$ cat config.mk
export PLATFORM = sky130hd
export DESIGN_NAME = rrag_core
export DESIGN_NICKNAME = d
export VERILOG_FILES = /design/src/pkg/rrag_pkg.sv /design/src/verilog/rrag_ram_addr.sv /design/src/verilog/rrag_core.sv
export SDC_FILE = /design/constraint.sdc
export NUM_CORES = 1
export LEC_CHECK = 0
export ABC_AREA = 1
export BUFFER_PORTS_ARGS = -buffer_cell sky130_fd_sc_hd__buf_2
export CAP_MARGIN = 25
export CORE_MARGIN = 2
export CORE_UTILIZATION = 30
export DETAILED_ROUTE_END_ITERATION = 8
export REMOVE_ABC_BUFFERS = 1
export SLEW_MARGIN = 25
export SYNTH_ARGS = -nofsm -noshare
export SYNTH_HDL_FRONTEND = slang
export SYNTH_SLANG_ARGS = --single-unit
$ cat constraint.sdc
create_clock -name sys_clk -period 2.94 [get_ports sys_clk]
set_clock_uncertainty 0.2 [all_clocks]
set_input_delay 0.147 -clock sys_clk [delete_from_list [all_inputs] [get_ports sys_clk]]
set_output_delay 0.147 -clock sys_clk [all_outputs]
set_load 0.05 [all_outputs]
$ cat src/pkg/rrag_pkg.sv
// Constants and types for the RAM/ROM address generation block
// Summary of operation
// - Register indirect mode forms a 10-bit RAM address from the three pointer registers.
// - Direct RAM mode takes two words, the opcode first and the 10-bit address second.
// - A memory register area of 16 four-bit digits in RAM serves the load and swap instructions.
// - Long jump, alternate long jump and long call load all 14 program counter bits.
// - ROM is 32 pages of 256 words and a page jump replaces the low eight bits, keeping the page unless it sits on the last word.
// - A page jump on the last word of a page lands in the following page.
// - A zero-page call puts six immediate bits in bits 5 to 0 and clears bits 13 to 6.
// - A table jump target comes from the two top PC bits, four immediate bits, the accumulator and the second register.
// - A table read with ROM bit 8 set writes its eight data bits to accumulator and second register.
// - A table read with ROM bit 9 set writes its eight data bits to the two port output registers.
// - With both bits set a table read updates both destinations in the same operation.
// - A table read leaves the program counter to normal sequencing.
package rrag_pkg;
  localparam int PC_W = 14;
  localparam int RAM_AW = 10;
  localparam int PAGE_LO_W = 8;
  localparam int ZP_W = 6;
  localparam int PAGE_COUNT = 32;
  localparam int PAGE_WORDS = 256;
  localparam logic [PC_W-1:0] PC_RESET = 14'h0000;
  localparam logic [PAGE_LO_W-1:0] PAGE_LAST = 8'hFF;
  localparam logic [RAM_AW-1:0] MEMREG_BASE = 10'h040;
  localparam int MEMREG_DIGITS = 16;
  localparam int ROM_TR_BIT = 8;
  localparam int ROM_PORT_BIT = 9;
  localparam logic [2:0] W_RESET = 3'h0;
  localparam logic [3:0] NIB_RESET = 4'h0;

  typedef enum logic [2:0] {
    RRAG_RAM_INDIRECT = 3'b001,
    RRAG_RAM_DIRECT = 3'b010,
    RRAG_RAM_MEMREG = 3'b100
  } rrag_ram_mode_t;

  typedef enum logic [6:0] {
    RRAG_PC_SEQ = 7'b0000001,
    RRAG_PC_LONG_JUMP = 7'b0000010,
    RRAG_PC_ALT_LONG_JUMP = 7'b0000100,
    RRAG_PC_LONG_CALL = 7'b0001000,
    RRAG_PC_PAGE_JUMP = 7'b0010000,
    RRAG_PC_ZERO_CALL = 7'b0100000,
    RRAG_PC_TABLE_JUMP = 7'b1000000
  } rrag_pc_op_t;

  typedef enum logic [1:0] {
    RRAG_ST_FETCH = 2'b01,
    RRAG_ST_SECOND = 2'b10
  } rrag_state_t;
endpackage

$ cat src/verilog/rrag_ram_addr.sv
// RAM address former for the three data addressing modes
`timescale 1ns/1ps
module rrag_ram_addr #(
  parameter int AW = 10
) (
  input wire logic [2:0] mode,
  input wire logic [2:0] ptr_w,
  input wire logic [3:0] ptr_x,
  input wire logic [3:0] ptr_y,
  input wire logic [AW-1:0] direct_addr,
  input wire logic [3:0] memreg_index,
  output logic [AW-1:0] ram_addr
);
  always_comb begin
    case (mode)
      rrag_pkg::RRAG_RAM_INDIRECT: ram_addr = {ptr_w, ptr_x, ptr_y[2:0]};
      rrag_pkg::RRAG_RAM_DIRECT: ram_addr = direct_addr;
      rrag_pkg::RRAG_RAM_MEMREG: ram_addr = rrag_pkg::MEMREG_BASE | {6'h00, memreg_index};
      default: ram_addr = {ptr_w, ptr_x, ptr_y[2:0]};
    endcase
  end
endmodule

$ cat src/verilog/rrag_core.sv
// Program counter, table read and RAM address generation top
`timescale 1ns/1ps
module rrag_core (
  input wire logic sys_clk,
  input wire logic reset_n,
  input wire logic word_valid,
  input wire logic [9:0] word,
  input wire logic [6:0] pc_op,
  input wire logic two_word,
  input wire logic [2:0] ram_mode,
  input wire logic [2:0] ptr_w,
  input wire logic [3:0] ptr_x,
  input wire logic [3:0] ptr_y,
  input wire logic [3:0] memreg_index,
  input wire logic [3:0] acc_in,
  input wire logic [3:0] breg_in,
  input wire logic table_read,
  input wire logic [9:0] rom_data,
  output logic [13:0] pc,
  output logic [13:0] table_addr,
  output logic [9:0] ram_addr,
  output logic ram_addr_valid,
  output logic acc_we,
  output logic [3:0] acc_out,
  output logic [3:0] breg_out,
  output logic [3:0] port1_out,
  output logic [3:0] port2_out
);
  ////////////////////////////////////////////////////////////////////////
  // All state in one record, so a field added here is reset in one place below
  typedef struct packed {
    rrag_pkg::rrag_state_t st;
    logic [6:0] held_op;
    logic [2:0] held_mode;
    logic [13:0] pc;
    logic [13:0] op_pc;
    logic [9:0] direct_addr;
    logic ram_valid;
    logic acc_we;
    logic [3:0] acc;
    logic [3:0] breg;
    logic [3:0] p1;
    logic [3:0] p2;
  } rrag_core_state_t;

  rrag_core_state_t r;
  rrag_core_state_t next_r;
  logic [13:0] tbl;
  logic [13:0] seq_pc;
  logic [13:0] page_next;
  logic [13:0] zero_next;
  logic [13:0] long_next;

  // Two PC bits on top, then immediate, then accumulator, then second register
  function automatic logic [13:0] rrag_table_target(input logic [13:0] base,
      input logic [3:0] imm, input logic [3:0] a, input logic [3:0] b);
    rrag_table_target = {base[13:12], imm, a, b};
  endfunction

  // In-page target; the jump's own PC picks the page, so the last word wraps on
  function automatic logic [13:0] rrag_page_target(input logic [13:0] at,
      input logic [7:0] imm);
    logic [5:0] page;
    page = at[13:8];
    if (at[7:0] == rrag_pkg::PAGE_LAST) begin
      page = page + 6'h01;
    end
    rrag_page_target = {page, imm};
  endfunction

  // Zero-page call: six immediate bits, upper eight bits cleared
  function automatic logic [13:0] rrag_zero_target(input logic [5:0] imm);
    rrag_zero_target = {8'h00, imm};
  endfunction

  // Long forms: low nibble of the first word on top of the ten bits of the second
  function automatic logic [13:0] rrag_long_target(input logic [3:0] hi,
      input logic [9:0] lo);
    rrag_long_target = {hi, lo};
  endfunction

  // True for the three ops that reload the whole PC from a second word
  function automatic logic rrag_is_long(input logic [6:0] op);
    case (op)
      rrag_pkg::RRAG_PC_LONG_JUMP,
      rrag_pkg::RRAG_PC_ALT_LONG_JUMP,
      rrag_pkg::RRAG_PC_LONG_CALL: begin
        rrag_is_long = 1'b1;
      end
      default: begin
        rrag_is_long = 1'b0;
      end
    endcase
  endfunction

  // Table-read destination flags sit in the two top bits of the ROM word
  function automatic logic rrag_rom_flag(input logic [9:0] data, input int pos);
    rrag_rom_flag = data[pos];
  endfunction

  // Candidate targets, worked out every cycle and picked by the next-state logic
  assign tbl = rrag_table_target(r.pc, word[3:0], acc_in, breg_in);
  assign seq_pc = r.pc + 14'h0001;
  assign page_next = rrag_page_target(r.pc, word[7:0]);
  assign zero_next = rrag_zero_target(word[5:0]);
  assign long_next = rrag_long_target(r.direct_addr[3:0], word);

  ////////////////////////////////////////////////////////////////////////
  // Next-state logic; pulses are cleared first so they last one cycle
  always_comb begin
    next_r = r;
    next_r.acc_we = 1'b0;
    next_r.ram_valid = 1'b0;
    if (word_valid) begin
      next_r.pc = seq_pc;
      case (r.st)
        rrag_pkg::RRAG_ST_FETCH: begin
          next_r.op_pc = r.pc;
          if (two_word) begin
            // Long forms step the PC by one and wait for the second word to load the target
            next_r.st = rrag_pkg::RRAG_ST_SECOND;
            next_r.held_op = pc_op;
            next_r.held_mode = ram_mode;
            next_r.direct_addr = {r.direct_addr[9:4], word[3:0]};
          end else begin
            next_r.ram_valid = 1'b1;
            next_r.held_mode = ram_mode;
            case (pc_op)
              rrag_pkg::RRAG_PC_PAGE_JUMP: begin
                next_r.pc = page_next;
              end
              rrag_pkg::RRAG_PC_ZERO_CALL: begin
                next_r.pc = zero_next;
              end
              rrag_pkg::RRAG_PC_TABLE_JUMP: begin
                next_r.pc = tbl;
              end
              default: begin
                next_r.pc = seq_pc;
              end
            endcase
          end
        end
        rrag_pkg::RRAG_ST_SECOND: begin
          // Second words carry no opcode; only the held one counts
          next_r.st = rrag_pkg::RRAG_ST_FETCH;
          next_r.direct_addr = word;
          next_r.ram_valid = 1'b1;
          if (rrag_is_long(r.held_op)) begin
            next_r.pc = long_next;
          end else begin
            next_r.pc = seq_pc;
          end
        end
        default: begin
          next_r.st = rrag_pkg::RRAG_ST_FETCH;
        end
      endcase
    end
    // Table read touches only data destinations, never the PC
    if (table_read) begin
      if (rrag_rom_flag(rom_data, rrag_pkg::ROM_TR_BIT)) begin
        next_r.acc = rom_data[3:0];
        next_r.breg = rom_data[7:4];
        next_r.acc_we = 1'b1;
      end
      if (rrag_rom_flag(rom_data, rrag_pkg::ROM_PORT_BIT)) begin
        next_r.p1 = rom_data[3:0];
        next_r.p2 = rom_data[7:4];
      end
    end
  end

  // Synchronous reset loads every field, so no output is unknown after release
  always_ff @(posedge sys_clk) begin
    if (!reset_n) begin
      r.st <= rrag_pkg::RRAG_ST_FETCH;
      r.held_op <= rrag_pkg::RRAG_PC_SEQ;
      r.held_mode <= rrag_pkg::RRAG_RAM_INDIRECT;
      r.pc <= rrag_pkg::PC_RESET;
      r.op_pc <= rrag_pkg::PC_RESET;
      r.direct_addr <= 10'h000;
      r.ram_valid <= 1'b0;
      r.acc_we <= 1'b0;
      r.acc <= rrag_pkg::NIB_RESET;
      r.breg <= rrag_pkg::NIB_RESET;
      r.p1 <= rrag_pkg::NIB_RESET;
      r.p2 <= rrag_pkg::NIB_RESET;
    end else begin
      r <= next_r;
    end
  end

  ////////////////////////////////////////////////////////////////////////
  // Combinational from the held mode and the live pointers, so a pointer
  // update reaches RAM without an extra cycle
  rrag_ram_addr #(
    .AW(rrag_pkg::RAM_AW)
  ) u_ram_addr (
    .mode(r.held_mode),
    .ptr_w(ptr_w),
    .ptr_x(ptr_x),
    .ptr_y(ptr_y),
    .direct_addr(r.direct_addr),
    .memreg_index(memreg_index),
    .ram_addr(ram_addr)
  );

  // Both address buses are combinational; everything else leaves a flop
  assign pc = r.pc;
  assign table_addr = tbl;
  assign ram_addr_valid = r.ram_valid;
  assign acc_we = r.acc_we;
  assign acc_out = r.acc;
  assign breg_out = r.breg;
  assign port1_out = r.p1;
  assign port2_out = r.p2;
endmodule

==> results of run 1 <==
-- metrics by stage --
step                setup slack [ns]  hold slack (ns)
detailed placement            0.6748           0.1741
global route                  0.4643          0.04154
global placement              0.6735           0.1690
CTS                           0.6543          0.01672
floorplan                     0.8082          0.01592
finish                        0.6365          0.01757
-- placed cells by master, fill, tap and decap left out --
master and n:
sky130_fd_sc_hd__nand2_1 143, sky130_fd_sc_hd__buf_2 112, sky130_fd_sc_hd__nor2_1 84, sky130_fd_sc_hd__inv_1 62, sky130_fd_sc_hd__dfxtp_1 54, sky130_fd_sc_hd__nand3_1 50, sky130_fd_sc_hd__o21ai_0 40, sky130_fd_sc_hd__a21oi_1 37
sky130_fd_sc_hd__dlygate4sd3_1 27, sky130_fd_sc_hd__nand4_1 10, sky130_fd_sc_hd__nor2_4 9, sky130_fd_sc_hd__nand2_2 9, sky130_fd_sc_hd__inv_2 7, sky130_fd_sc_hd__a21oi_2 6, sky130_fd_sc_hd__a32o_1 5, sky130_fd_sc_hd__nand2_4 5
sky130_fd_sc_hd__nor3_1 5, sky130_fd_sc_hd__ha_1 5, sky130_fd_sc_hd__clkbuf_16 5, sky130_fd_sc_hd__nor2_2 4, sky130_fd_sc_hd__nand3_2 3, sky130_fd_sc_hd__nor2_8 2, sky130_fd_sc_hd__o21ai_1 2, sky130_fd_sc_hd__xnor2_1 2
sky130_fd_sc_hd__xor2_1 2, sky130_fd_sc_hd__buf_4 2, sky130_fd_sc_hd__o22ai_1 1, sky130_fd_sc_hd__nand3_4 1, sky130_fd_sc_hd__or2_4 1, sky130_fd_sc_hd__o21ai_4 1, sky130_fd_sc_hd__clkinv_1 1, sky130_fd_sc_hd__o211ai_1 1
sky130_fd_sc_hd__clkinv_4 1, sky130_fd_sc_hd__inv_8 1, sky130_fd_sc_hd__inv_6 1
-- per-layer routing --
layer,routed length [µm],part of all wire,up-vias,GRT usage
met5,0,0,-,0
met1,5419,0.48,1818,0.2242
met2,4924,0.44,119,0.2518
met3,604,0.054,15,0.03101
met4,252,0.022,0,0.05120
li1,-,-,2084,-
-- timing repair --
item	4_1_cts	5_1_grt
hold endpoints to repair	35	0
setup buffers	0	0
hold buffers	27	0
-- sequential cells by signal, indices dropped and copies added (netlist names) --
signal / cells
acc_out: 4
acc_we: 1
breg_out: 4
long_next: 4
pc: 14
port1_out: 4
port2_out: 4
r: 18
ram_addr_valid: 1
-- power breakdown --
part | leakage [µW] | internal [µW] | switching (µW)
Clock | 0.0000763 | 328 | 329
Sequential | 0.000443 | 781 | 49.4
Combinational | 0.00183 | 201 | 484
-- kinds of logic (layout without fill, tap and decap cells) --
| logic type | Yosys count | in the layout | synth area share |
|---|---|---|---|
| AO/OA/AOI/OAI | 93 | 93 | 0.1353 |
| AND/OR/NAND/NOR | 326 | 326 | 0.3908 |
| flip-flops | 54 | 54 | 0.2770 |
| buffers and inverters | 129 | 219 | 0.1718 |
| adder cells (fa/ha/maj) | 5 | 5 | 0.01603 |
| XOR/XNOR | 4 | 4 | 0.008979 |
-- final cells by class --
class / instances / share of cell area
Timing Repair Buffer: 141 / 0.1796
Sequential cell: 54 / 0.2295
Clock buffer: 5 / 0.02657
Tap cell: 172 / 0.04570
Clock inverter: 3 / 0.006111
Multi-Input combinational cell: 428 / 0.4567
Inverter: 70 / 0.05579
-- critical path, stage by stage (launching register included) --
cell                      delay, ns
sky130_fd_sc_hd__dfxtp_1       0.36
sky130_fd_sc_hd__inv_1         0.07
sky130_fd_sc_hd__ha_1          0.42
sky130_fd_sc_hd__inv_1         0.52
sky130_fd_sc_hd__nand2_1       0.11
sky130_fd_sc_hd__nor2_1        0.26
sky130_fd_sc_hd__nand2_1       0.10
sky130_fd_sc_hd__nand2_1       0.08
sky130_fd_sc_hd__a21oi_2       0.05
-- how the worst min path moves through the flow --
stage | cells after the start | startpoint | to | slack [ns]
after floorplan | 1 | reset_n | r[66]$_SDFFE_PN1P_ | 0.02
after global placement | 3 | ram_mode[0] | r[56]$_SDFFE_PN1P_ | 0.17
after CTS | 3 | pc_op[6] | r[65]$_SDFFE_PN0P_ | 0.02
after global routing | 3 | pc_op[6] | r[65]$_SDFFE_PN0P_ | 0.04
after detailed placement | 3 | ram_mode[0] | r[56]$_SDFFE_PN1P_ | 0.17
final | 3 | pc_op[6] | r[65]$_SDFFE_PN0P_ | 0.02
==> results.txt, run 1 <==
* Run status: finished, final reports clean
- Number of cells in the finished layout apart from fillers: 873
- Of the synthesized area, sequential elements account for 0.2770.
- Across every metal layer, demand over resource in global routing totals 0.1617.
- From synthesis to final layout, the design area changed by 20.68%.
- The die is 118.1 µm wide.
- The setup path with the least slack is of type flop to flop.
- Yosys mapped the design onto 33 distinct sky130hd cell types.
- Worst Tran Pin Value: 0.9677 ns
- Total CTS buffers: 5
- Dividing the detail-routed wire length by the instance count gives 12.83 µm.
* Maximum VDD drop: 0.0002450 V
- Core occupancy in the finished layout: 0.3717
* Worst reg2reg setup slack: 0.64 ns
- In this run the critical register-to-register path is launched from r[66]$_SDFFE_PN1P_.
* Power density relative to cell area: 461.2 nW/µm²
* Area used by sequential logic in the layout: 1081 µm²
* CTS Root Buffer Type: sky130_fd_sc_hd__clkbuf_16
- The count of pins over their slew limit was 0.
- For this run, the number of Yosys warnings is 0.
* Clock transition time at the flip-flop clock pins of the worst setup and hold paths: 0.08 ns
- Among all cell types in the netlist, the one instantiated most often is sky130_fd_sc_hd__nand2_1.
- Of the post-synthesis cell area, the dominant cell type holds 0.2770.
- In this run, the number of DRC markers left after iteration 0 of detailed routing was 266.
- STA classifies the critical path startpoint as a flop.
* Setup violations, final: 0
* Cells after Synth: 611
- Worst Path Required: 2.90 ns
- Nets: 763
- Period Utilization, post-route: 0.7835
- Number of rows in the core area: 41
* Vias in the first global route: 3682
- Among all flip-flop cells after synthesis, the most frequent one is sky130_fd_sc_hd__dfxtp_1.
- Detailed-route wire length: 11200 µm
- Worst slew slack as a fraction of its limit: 0.3542
* Async set or reset register ratio after synthesis: 0
* Total number of vias: 4036
* Number of antenna violations at the first check in global routing: 0
* Setup TNS: 0 ns
* Die outline height: 118.1 µm
- Synth Area per Inst: 6.387 µm²
- Input and output buffers added on the ports amount to 112.
- TritonCTS clock tree: yes
* Cell type contributing the most total cell area after synthesis: sky130_fd_sc_hd__dfxtp_1
- The clock reaches the later pin of the worst-skew pair after 0.31 ns.
- Critical path origin: r[66]$_SDFFE_PN1P_
- Number of enable-type register cells in the synthesized netlist: 0
* Largest net degree at the start of global routing: 33
- The region available for standard cell placement spans 12670 µm².
- Vias per cell: 4.623
- Pin placement for this block handled 114 I/O pins.
- By area the synthesized netlist is led by sky130_fd_sc_hd__dfxtp_1, sky130_fd_sc_hd__nand2_1, sky130_fd_sc_hd__buf_4, sky130_fd_sc_hd__nor2_1, sky130_fd_sc_hd__nand3_1.
- Maximum capacitance violations: 0
- Area of the mapped netlist: 3902 µm²
- DRT antenna net count: 0
- In this run the worst path has a maximum fanout of 19.
- Global-route wire length before repair: 18280 µm
- Top cell types by occurrence after synthesis: sky130_fd_sc_hd__nand2_1, sky130_fd_sc_hd__nor2_1, sky130_fd_sc_hd__inv_1, sky130_fd_sc_hd__dfxtp_1, sky130_fd_sc_hd__nand3_1
* CTS resizes: 0
* Depth of the worst register-to-register path: 8
- Flip-flop and latch count after synthesis: 54
* Fraction of layout instances using a drive strength above 1: 0.2425
- At the worst endpoint, the arrival time is 2.27 ns.
- After global routing the overflow that remains totals 0.
- Destination of the critical timing path: pc[3]$_SDFFE_PN0P_
- Detailed-router iteration count before antenna repair: 4
* Final count of hold timing violations: 0
- No sink is reached through more buffers than the 2 on the longest clock path.
- Routability-driven placement finished with a final weighted congestion of 0.8775.
- Clock sink count: 54
* Classification of the worst-slack hold path: input port to flop
* H-tree level count: 2
- In the routed design, unresolved DRC markers number 0.
- Placed inst area: 4285 µm²
* Overall power after layout: 2172 µW
* Peak clock frequency supported by timing: 0.4341 GHz
- Once detailed placement completed, the half-perimeter wirelength came to 8344 µm.
- In this run the static leakage power is 0.002351 µW.
* Unrepaired setup endpoints after global routing: false
- After layout, the minimum clock period comes to 2.303 ns.
* Count of fill cells added during filler insertion: 1421
- The worst setup path is captured at a flop.
- For this configuration, the core starts out at a cell density of 0.3080.
- Antenna Diode Count: 0
* Die footprint: 13940 µm²
- Destination of the worst register-to-register timing path: pc[3]$_SDFFE_PN0P_
- In the final layout, the multi-input gates occupy 2151 µm².
- Post-Layout Inst Area: 4710 µm²
- Total placed cells including tap cells: 838
Power figures use the tool's default switching activity.
==> run 2, diff against run 1 <==
==> constraint.sdc (replaced) <==
create_clock -name sys_clk -period 2 [get_ports sys_clk]
set_clock_uncertainty 0.2 [all_clocks]
set_input_delay 0.1 -clock sys_clk [delete_from_list [all_inputs] [get_ports sys_clk]]
set_output_delay 0.1 -clock sys_clk [all_outputs]
set_load 0.05 [all_outputs]
==> results.txt, run 2 (synthesis gave the netlist of run 1 again) <==
- The DRC violation count after routing was 0 (unchanged).
* Antenna Diode Count: 0 (unchanged)
- Maximum capacitance violations: 0 (unchanged)
* Count of fill cells added during filler insertion: 1424 (was 1421)
* Clock latency at the later pin of the worst-skew pair: 0.30 ns (was 0.31 ns)
- The total detailed-routing wirelength is 11200 µm (about the same).
* Minimum period implied by the final worst setup slack: 1.875 ns (was 2.303 ns)
- Layout-stage area growth over the synthesis result: 25.26% (was 20.68%)
- Nets: 785 (was 763)
- The HPWL reported at the end of detailed placement was 8589 µm (was 8344 µm).
- The buffer type at the clock tree root was sky130_fd_sc_hd__clkbuf_16 (unchanged).
- Switching portion of total power: 0.3899 (was 0.3969)
* Global-route congestion overflow total: 0 (unchanged)
* Peak clock frequency supported by timing: 0.5333 GHz (was 0.4341 GHz)
- The power share of the sequential group is 0.375 (was 0.382).
- The critical path capture point type was a flop (unchanged).
* Clock sink count: 54 (unchanged)
- The most frequent standard cell in the layout excluding fill and tap cells is sky130_fd_sc_hd__nand2_1 (unchanged).
* Overall fraction of global-route tracks in use: 0.1641 (was 0.1617)
* Vias in the first global route: 3828 (was 3682)
- Setup violations, final: 0 (unchanged)
* Number of antenna violations at the first check in global routing: 0 (unchanged)
- Least setup slack across all paths after layout: 0.1248 ns (was 0.6365 ns)
- Worst EP arrival: 1.92 ns (was 2.27 ns)
- The worst slew margin relative to its limit came to 0.7798 (was 0.3542).
* Power density relative to cell area: 661.7 nW/µm² (was 461.2 nW/µm²)
- The clock transition time at the flip-flop clock pins of the worst setup and hold paths is 0.08 ns (about the same).
- Largest net degree at the start of global routing: 24 (was 33)
- The accumulated negative setup slack came to 0 ns (unchanged).
* Net switching power of the design: 1261 µW (was 862.1 µW)
- Unrepaired setup endpoints after global routing: true (was false)
- The die outline area is 13940 µm² (unchanged).
* Pint: 1973 µW (was 1310 µW)
- Period Utilization, post-route: 0.9376 (was 0.7835)
* Initial cell density of the core: 0.3080 (unchanged)
* Leak pwr: 0.002457 µW (was 0.002351 µW)
- Mean routed wirelength per cell: 12.52 µm (was 12.83 µm)
- The core area is 12670 µm² (unchanged).
- RePlAce Congestion: 0.9086 (was 0.8775)
* Number of violations reported at the end of detailed-routing iteration 0: 262 (was 266)
- Flip-flop count of the largest register after layout: 18 (unchanged)
- The CTS tree is yes (unchanged).
- Classification of the worst-slack hold path: input port to flop (unchanged)
* Run status: finished, final reports clean (unchanged)
- Global-route wire length before repair: 18590 µm (was 18280 µm)
- The floorplan row count came to 41 (unchanged).
- The depth of the CTS H-tree was 2 (unchanged).
- DRT antenna net count: 0 (unchanged)
- The number of input and output port buffers inserted is 112 (unchanged).
- The register containing the most flip-flops in the final layout was r (unchanged).
- The combinational cell fraction of total power is 0.332 (was 0.315).
- Total number of vias: 4042 (was 4036)
* Top flop regs: r (18), pc (14) (unchanged)
- The worst voltage drop across the vdd grid is 0.0003121 V (was 0.0002450 V).
- Total CTS buffers: 5 (unchanged)
- The length of the first detailed-routing pass in iterations came to 5 (was 4).
* Max FO, Critical Path: 5 (was 19)
* Kind of start point of the critical path: flop (unchanged)
- Fraction of layout instances using a drive strength above 1: 0.2600 (was 0.2425)
- The number of buffers on the longest clock path came to 2 (unchanged).
- Max-slew violation count: 0 (unchanged)
- Die outline height: 118.1 µm (unchanged)
- CP Class: flop to flop (unchanged)
- The per-cell via count in the routed design was 4.516 (was 4.623).
- Part of the power in the clock network: 0.294 (was 0.302)
* # IOs: 114 (unchanged)
- Commonest cells after routing, fill and taps aside: sky130_fd_sc_hd__nand2_1, sky130_fd_sc_hd__buf_2, sky130_fd_sc_hd__nor2_1 (unchanged).
- Width of the chip: 118.1 µm (unchanged)
* Worst setup slack after placement: 0.1766 ns (was 0.6748 ns)
* Final count of hold timing violations: 0 (unchanged)
* Worst Tran Pin Value: 0.3303 ns (was 0.9677 ns)
- Worst Path Required: 2.04 ns (was 2.90 ns)
run 2: cell count changes in the layout (fill, tap and decap cells not counted), sizes merged:
cell,delta
buf,+17
dlygate4sd3,+5
run 2: area by class of cell:
cell class / instances / area [µm²] / share of cell area
multi-input combinational: 428 / 2151 / 0.4400
sequential: 54 / 1082 / 0.2214
timing repair buffer: 163 / 1023 / 0.2094
inverter: 70 / 262.8 / 0.05375
tap: 172 / 215.2 / 0.04402
clock buffer: 5 / 125.1 / 0.02560
clock inverter: 3 / 28.78 / 0.005887
run 2: metrics by stage:
step | std cells | instance area (µm²) | hold slack (ns) | utilization | power, µW
2_1_floorplan | 552 | 3495 | -0.03108 | - | 1872
3_3_place_gp | 854 | 4405 | 0.1270 | 0.3477 | 2261
3_5_place_dp | 854 | 4405 | 0.1283 | 0.3477 | 2264
4_1_cts | 894 | 4880 | 0.002754 | 0.3851 | 3286
5_1_grt | 895 | 4888 | 0.03238 | 0.3858 | 3433
6_report | 895 | 4888 | 0.01823 | 0.3858 | 3235
run 2: worst paths after layout:
| check | from | slack, ns | cells after the start | endpoint |
|---|---|---|---|---|
| max reg2reg | r[67]$_SDFFE_PN0P_ | 0.12 | 6 | r[58]$_SDFFE_PN0P_ |
| min | two_word | 0.02 | 4 | ram_addr_valid$_SDFF_PN0_ |
| min reg2reg | r[22]$_SDFFE_PN0P_ | 0.27 | 2 | r[22]$_SDFFE_PN0P_ |
| max | r[67]$_SDFFE_PN0P_ | 0.12 | 6 | r[58]$_SDFFE_PN0P_ |
run 2: metal layers:
layer  share of wire  track usage  vias up
met3           0.052      0.03101       11
met1            0.49       0.2195     1789
met4           0.017      0.05271        0
met5               0            0        -
li1                -            -     2124
met2            0.44       0.2656      118
run 2: timing repair:
action / 4_1_cts / 5_1_grt
endpoints found under the setup margin: 0 / 7
resized for setup: 0 / 1
endpoints found under the hold margin: 36 / 0
buffers inserted: 0 / 1
hold buffers: 32 / 0
run 2: critical path: stages, from the launching register on:
cell and delay (ns):
sky130_fd_sc_hd__dfxtp_1 0.39, sky130_fd_sc_hd__inv_1 0.06, sky130_fd_sc_hd__ha_1 0.22, sky130_fd_sc_hd__nand2_1 0.21
sky130_fd_sc_hd__o21ai_0 0.10, sky130_fd_sc_hd__dlygate4sd3_1 0.56, sky130_fd_sc_hd__nor2_1 0.08
run 2: power groups by stage:
stage / combinational (µW) / clock (µW) / sequential (µW)
after floorplan: 471 / 0 / 1400
after CTS: 1080 / 997 / 1210
final: 1070 / 950 / 1210
after global placement: 1020 / 0 / 1240
after global routing: 1170 / 1040 / 1220
after detailed placement: 1030 / 0 / 1240
==> run 3, diff against run 2 <==
--- a/config.mk
+++ b/config.mk
@@ -11,7 +11,9 @@
 export CORE_MARGIN = 2
 export CORE_UTILIZATION = 30
 export DETAILED_ROUTE_END_ITERATION = 8
+export HOLD_SLACK_MARGIN = 0.02
 export REMOVE_ABC_BUFFERS = 1
+export SETUP_SLACK_MARGIN = 0.15
 export SLEW_MARGIN = 25
 export SYNTH_ARGS = -nofsm -noshare
 export SYNTH_HDL_FRONTEND = slang
==> results.txt, run 3 (synthesis gave the netlist of run 1 again) <==
- Run status: finished, final reports clean (unchanged).
- The data required time at the worst endpoint came to 1.99 ns (was 2.04 ns).
- The initial antenna violation count was 0 (unchanged).
- The global placer's final weighted congestion is 0.9086 (unchanged).
* Placed wire-length estimate after detailed placement: 8589 µm (unchanged)
- Leak pwr: 0.002571 µW (was 0.002457 µW)
- Fraction of layout instances using a drive strength above 1: 0.3097 (was 0.2600)
- The number of diodes came to 0 (unchanged).
* Unrepaired setup endpoints after global routing: true (unchanged)
- Clk buf depth: 2 (unchanged)
* Clock transition time at the flip-flop clock pins of the worst setup and hold paths: 0.08 ns (about the same)
- DRT antenna net count: 0 (unchanged)
* Mean routed wirelength per cell: 12.63 µm (was 12.52 µm)
- Global-route wire length before repair: 18670 µm (was 18590 µm)
- Sequential cell fraction of total power: 0.369 (was 0.375)
- The worst slew margin relative to its limit was 0.7739 (was 0.7798).
- The net load switching power came to 1291 µW (was 1261 µW).
- The proportion of total power due to net switching is 0.3911 (was 0.3899).
* Period Utilization, post-route: 0.8921 (was 0.9376)
* Largest net degree at the start of global routing: 24 (unchanged)
* # IOs: 114 (unchanged)
- Top flop regs: r (18), pc (14) (unchanged).
- The cell count of the worst reg-to-reg path is 11 (was 6).
* Classification of the worst-slack hold path: input port to flop (unchanged)
- Final count of hold timing violations: 0 (unchanged)
* Gate power share: 0.341 (was 0.332)
* Clock latency at the later pin of the worst-skew pair: 0.31 ns (was 0.30 ns)
- The core area was 12670 µm² (unchanged).
- Power density relative to cell area: 645.2 nW/µm² (was 661.7 nW/µm²)
- The flip-flop count of the largest register after layout is 18 (unchanged).
* Part of the power in the clock network: 0.290 (was 0.294)
* Peak clock frequency supported by timing: 0.5605 GHz (was 0.5333 GHz)
- The DRC violation count after routing came to 0 (unchanged).
- Nets: 795 (was 785)
- The register containing the most flip-flops in the final layout is r (unchanged).
* Max-slew violation count: 0 (unchanged)
* Commonest cells after routing, fill and taps aside: sky130_fd_sc_hd__nand2_1, sky130_fd_sc_hd__buf_2, sky130_fd_sc_hd__nor2_1 (unchanged)
- The total detailed-routing wirelength came to 11430 µm (was 11200 µm).
- The critical setup path kind is input port to flop (was flop to flop).
- The number of input and output port buffers inserted is 112 (unchanged).
- Die footprint: 13940 µm² (unchanged)
* Kind of start point of the critical path: input port (was flop)
- The total power came to 3299 µW (was 3235 µW).
- Setup violations, final: 0 (unchanged)
- The data arrival at the endpoint of the critical path was 1.77 ns (was 1.92 ns).
* Worst Tran Pin Value: 0.3392 ns (was 0.3303 ns)
* Initial cell density of the core: 0.3080 (unchanged)
* Detailed-router iteration count before antenna repair: 5 (unchanged)
- Most frequent standard cell in the layout excluding fill and tap cells: sky130_fd_sc_hd__nand2_1 (unchanged)
- Layout-stage area growth over the synthesis result: 31.04% (was 25.26%)
* Total CTS buffers: 5 (unchanged)
* Pint: 2009 µW (was 1973 µW)
- Vias in the first global route: 3850 (was 3828)
* Number of rows in the core area: 41 (unchanged)
- The number of stages on the worst hold path is 3 (was 4).
- Max FO, Critical Path: 8 (was 5)
- Placed inst area: 4405 µm² (unchanged)
- The total global-route track usage is 0.1648 (was 0.1641).
- Number of violations reported at the end of detailed-routing iteration 0: 262 (unchanged)
- Kind of capture point of the worst setup path: flop (unchanged)
- Post-Layout Inst Area: 5114 µm² (was 4888 µm²)
- Minimum period implied by the final worst setup slack: 1.784 ns (was 1.875 ns)
- Total number of vias: 4098 (was 4042)
- CTS Root Buffer Type: sky130_fd_sc_hd__clkbuf_16 (unchanged)
- Maximum capacitance violations: 0 (unchanged)
- Width of the chip: 118.1 µm (unchanged)
- The depth of the CTS H-tree is 2 (unchanged).
- Count of fill cells added during filler insertion: 1398 (was 1424)
- Maximum VDD drop: 0.0003196 V (was 0.0003121 V)
- The CTS tree is yes (unchanged).
* Die outline height: 118.1 µm (unchanged)
- Global-route congestion overflow total: 0 (unchanged)
- Clock sink count: 54 (unchanged)
* Vias per cell: 4.528 (was 4.516)
[run 3: metrics by stage]
| step | setup slack, ns | TNS [ns] | cells | hold WS, ns | util |
|---|---|---|---|---|---|
| floorplan | -0.1318 | -0.7369 | 552 | -0.03108 | - |
| global placement | 0.2005 | 0 | 854 | 0.1270 | 0.3477 |
| detailed placement | 0.1766 | 0 | 854 | 0.1283 | 0.3477 |
| CTS | 0.1506 | 0 | 894 | 0.03743 | 0.3870 |
| global route | 0.1031 | 0 | 905 | 0.08580 | 0.4036 |
| finish | 0.2158 | 0 | 905 | 0.03755 | 0.4036 |
[run 3: worst paths after layout]
path | from | end | slack [ns]
max | pc_op[5] | pc[12]$_SDFFE_PN0P_ | 0.22
max reg2reg | pc[1]$_SDFFE_PN0P_ | pc[12]$_SDFFE_PN0P_ | 0.24
min | rom_data[8] | acc_we$_SDFF_PN0_ | 0.04
min reg2reg | r[22]$_SDFFE_PN0P_ | r[22]$_SDFFE_PN0P_ | 0.27
[run 3: what timing repair did]
action	4_1_cts	5_1_grt
endpoints found under the hold margin	37	0
gates resized for setup	10	46
pin swaps	0	18
setup endpoints to repair	9	27
setup buffers	0	11
hold buffers	32	0
[run 3: power by group through the flow]
stage / Clock (µW) / Combinational, µW / Sequential [µW]
6_report: 956 / 1130 / 1220
5_1_grt: 1040 / 1230 / 1230
4_1_cts: 997 / 1090 / 1210
3_5_place_dp: 0 / 1030 / 1240
3_3_place_gp: 0 / 1020 / 1240
2_1_floorplan: 0 / 471 / 1400
[run 3: layout make-up]
type,count,area [µm²],area share
Clock buffer,5,125.1,0.02447
Clock inverter,3,28.78,0.005628
Inverter,70,267.8,0.05236
Multi-Input combinational cell,428,2248,0.4397
Sequential cell,54,1096,0.2143
Tap cell,172,215.2,0.04208
Timing Repair Buffer,173,1132,0.2214
[run 3: per-layer routing]
layer / GRT usage / part of all wire / wire length [µm]
met4: 0.05271 / 0.017 / 189
met2: 0.2664 / 0.45 / 5101
met5: 0 / 0 / 0
met1: 0.2206 / 0.49 / 5624
met3: 0.03149 / 0.045 / 516
[run 3: worst max-delay path: stages]
cell and delay [ns]:
sky130_fd_sc_hd__dlygate4sd3_1 0.53, sky130_fd_sc_hd__buf_2 0.14, sky130_fd_sc_hd__inv_2 0.09, sky130_fd_sc_hd__nand3_1 0.12, sky130_fd_sc_hd__nor2_4 0.17, sky130_fd_sc_hd__nand2_1 0.07, sky130_fd_sc_hd__nand2_1 0.10, sky130_fd_sc_hd__nand2_4 0.10
sky130_fd_sc_hd__nand2_2 0.09, sky130_fd_sc_hd__nor2_1 0.04, sky130_fd_sc_hd__a21oi_1 0.13, sky130_fd_sc_hd__a21oi_1 0.08
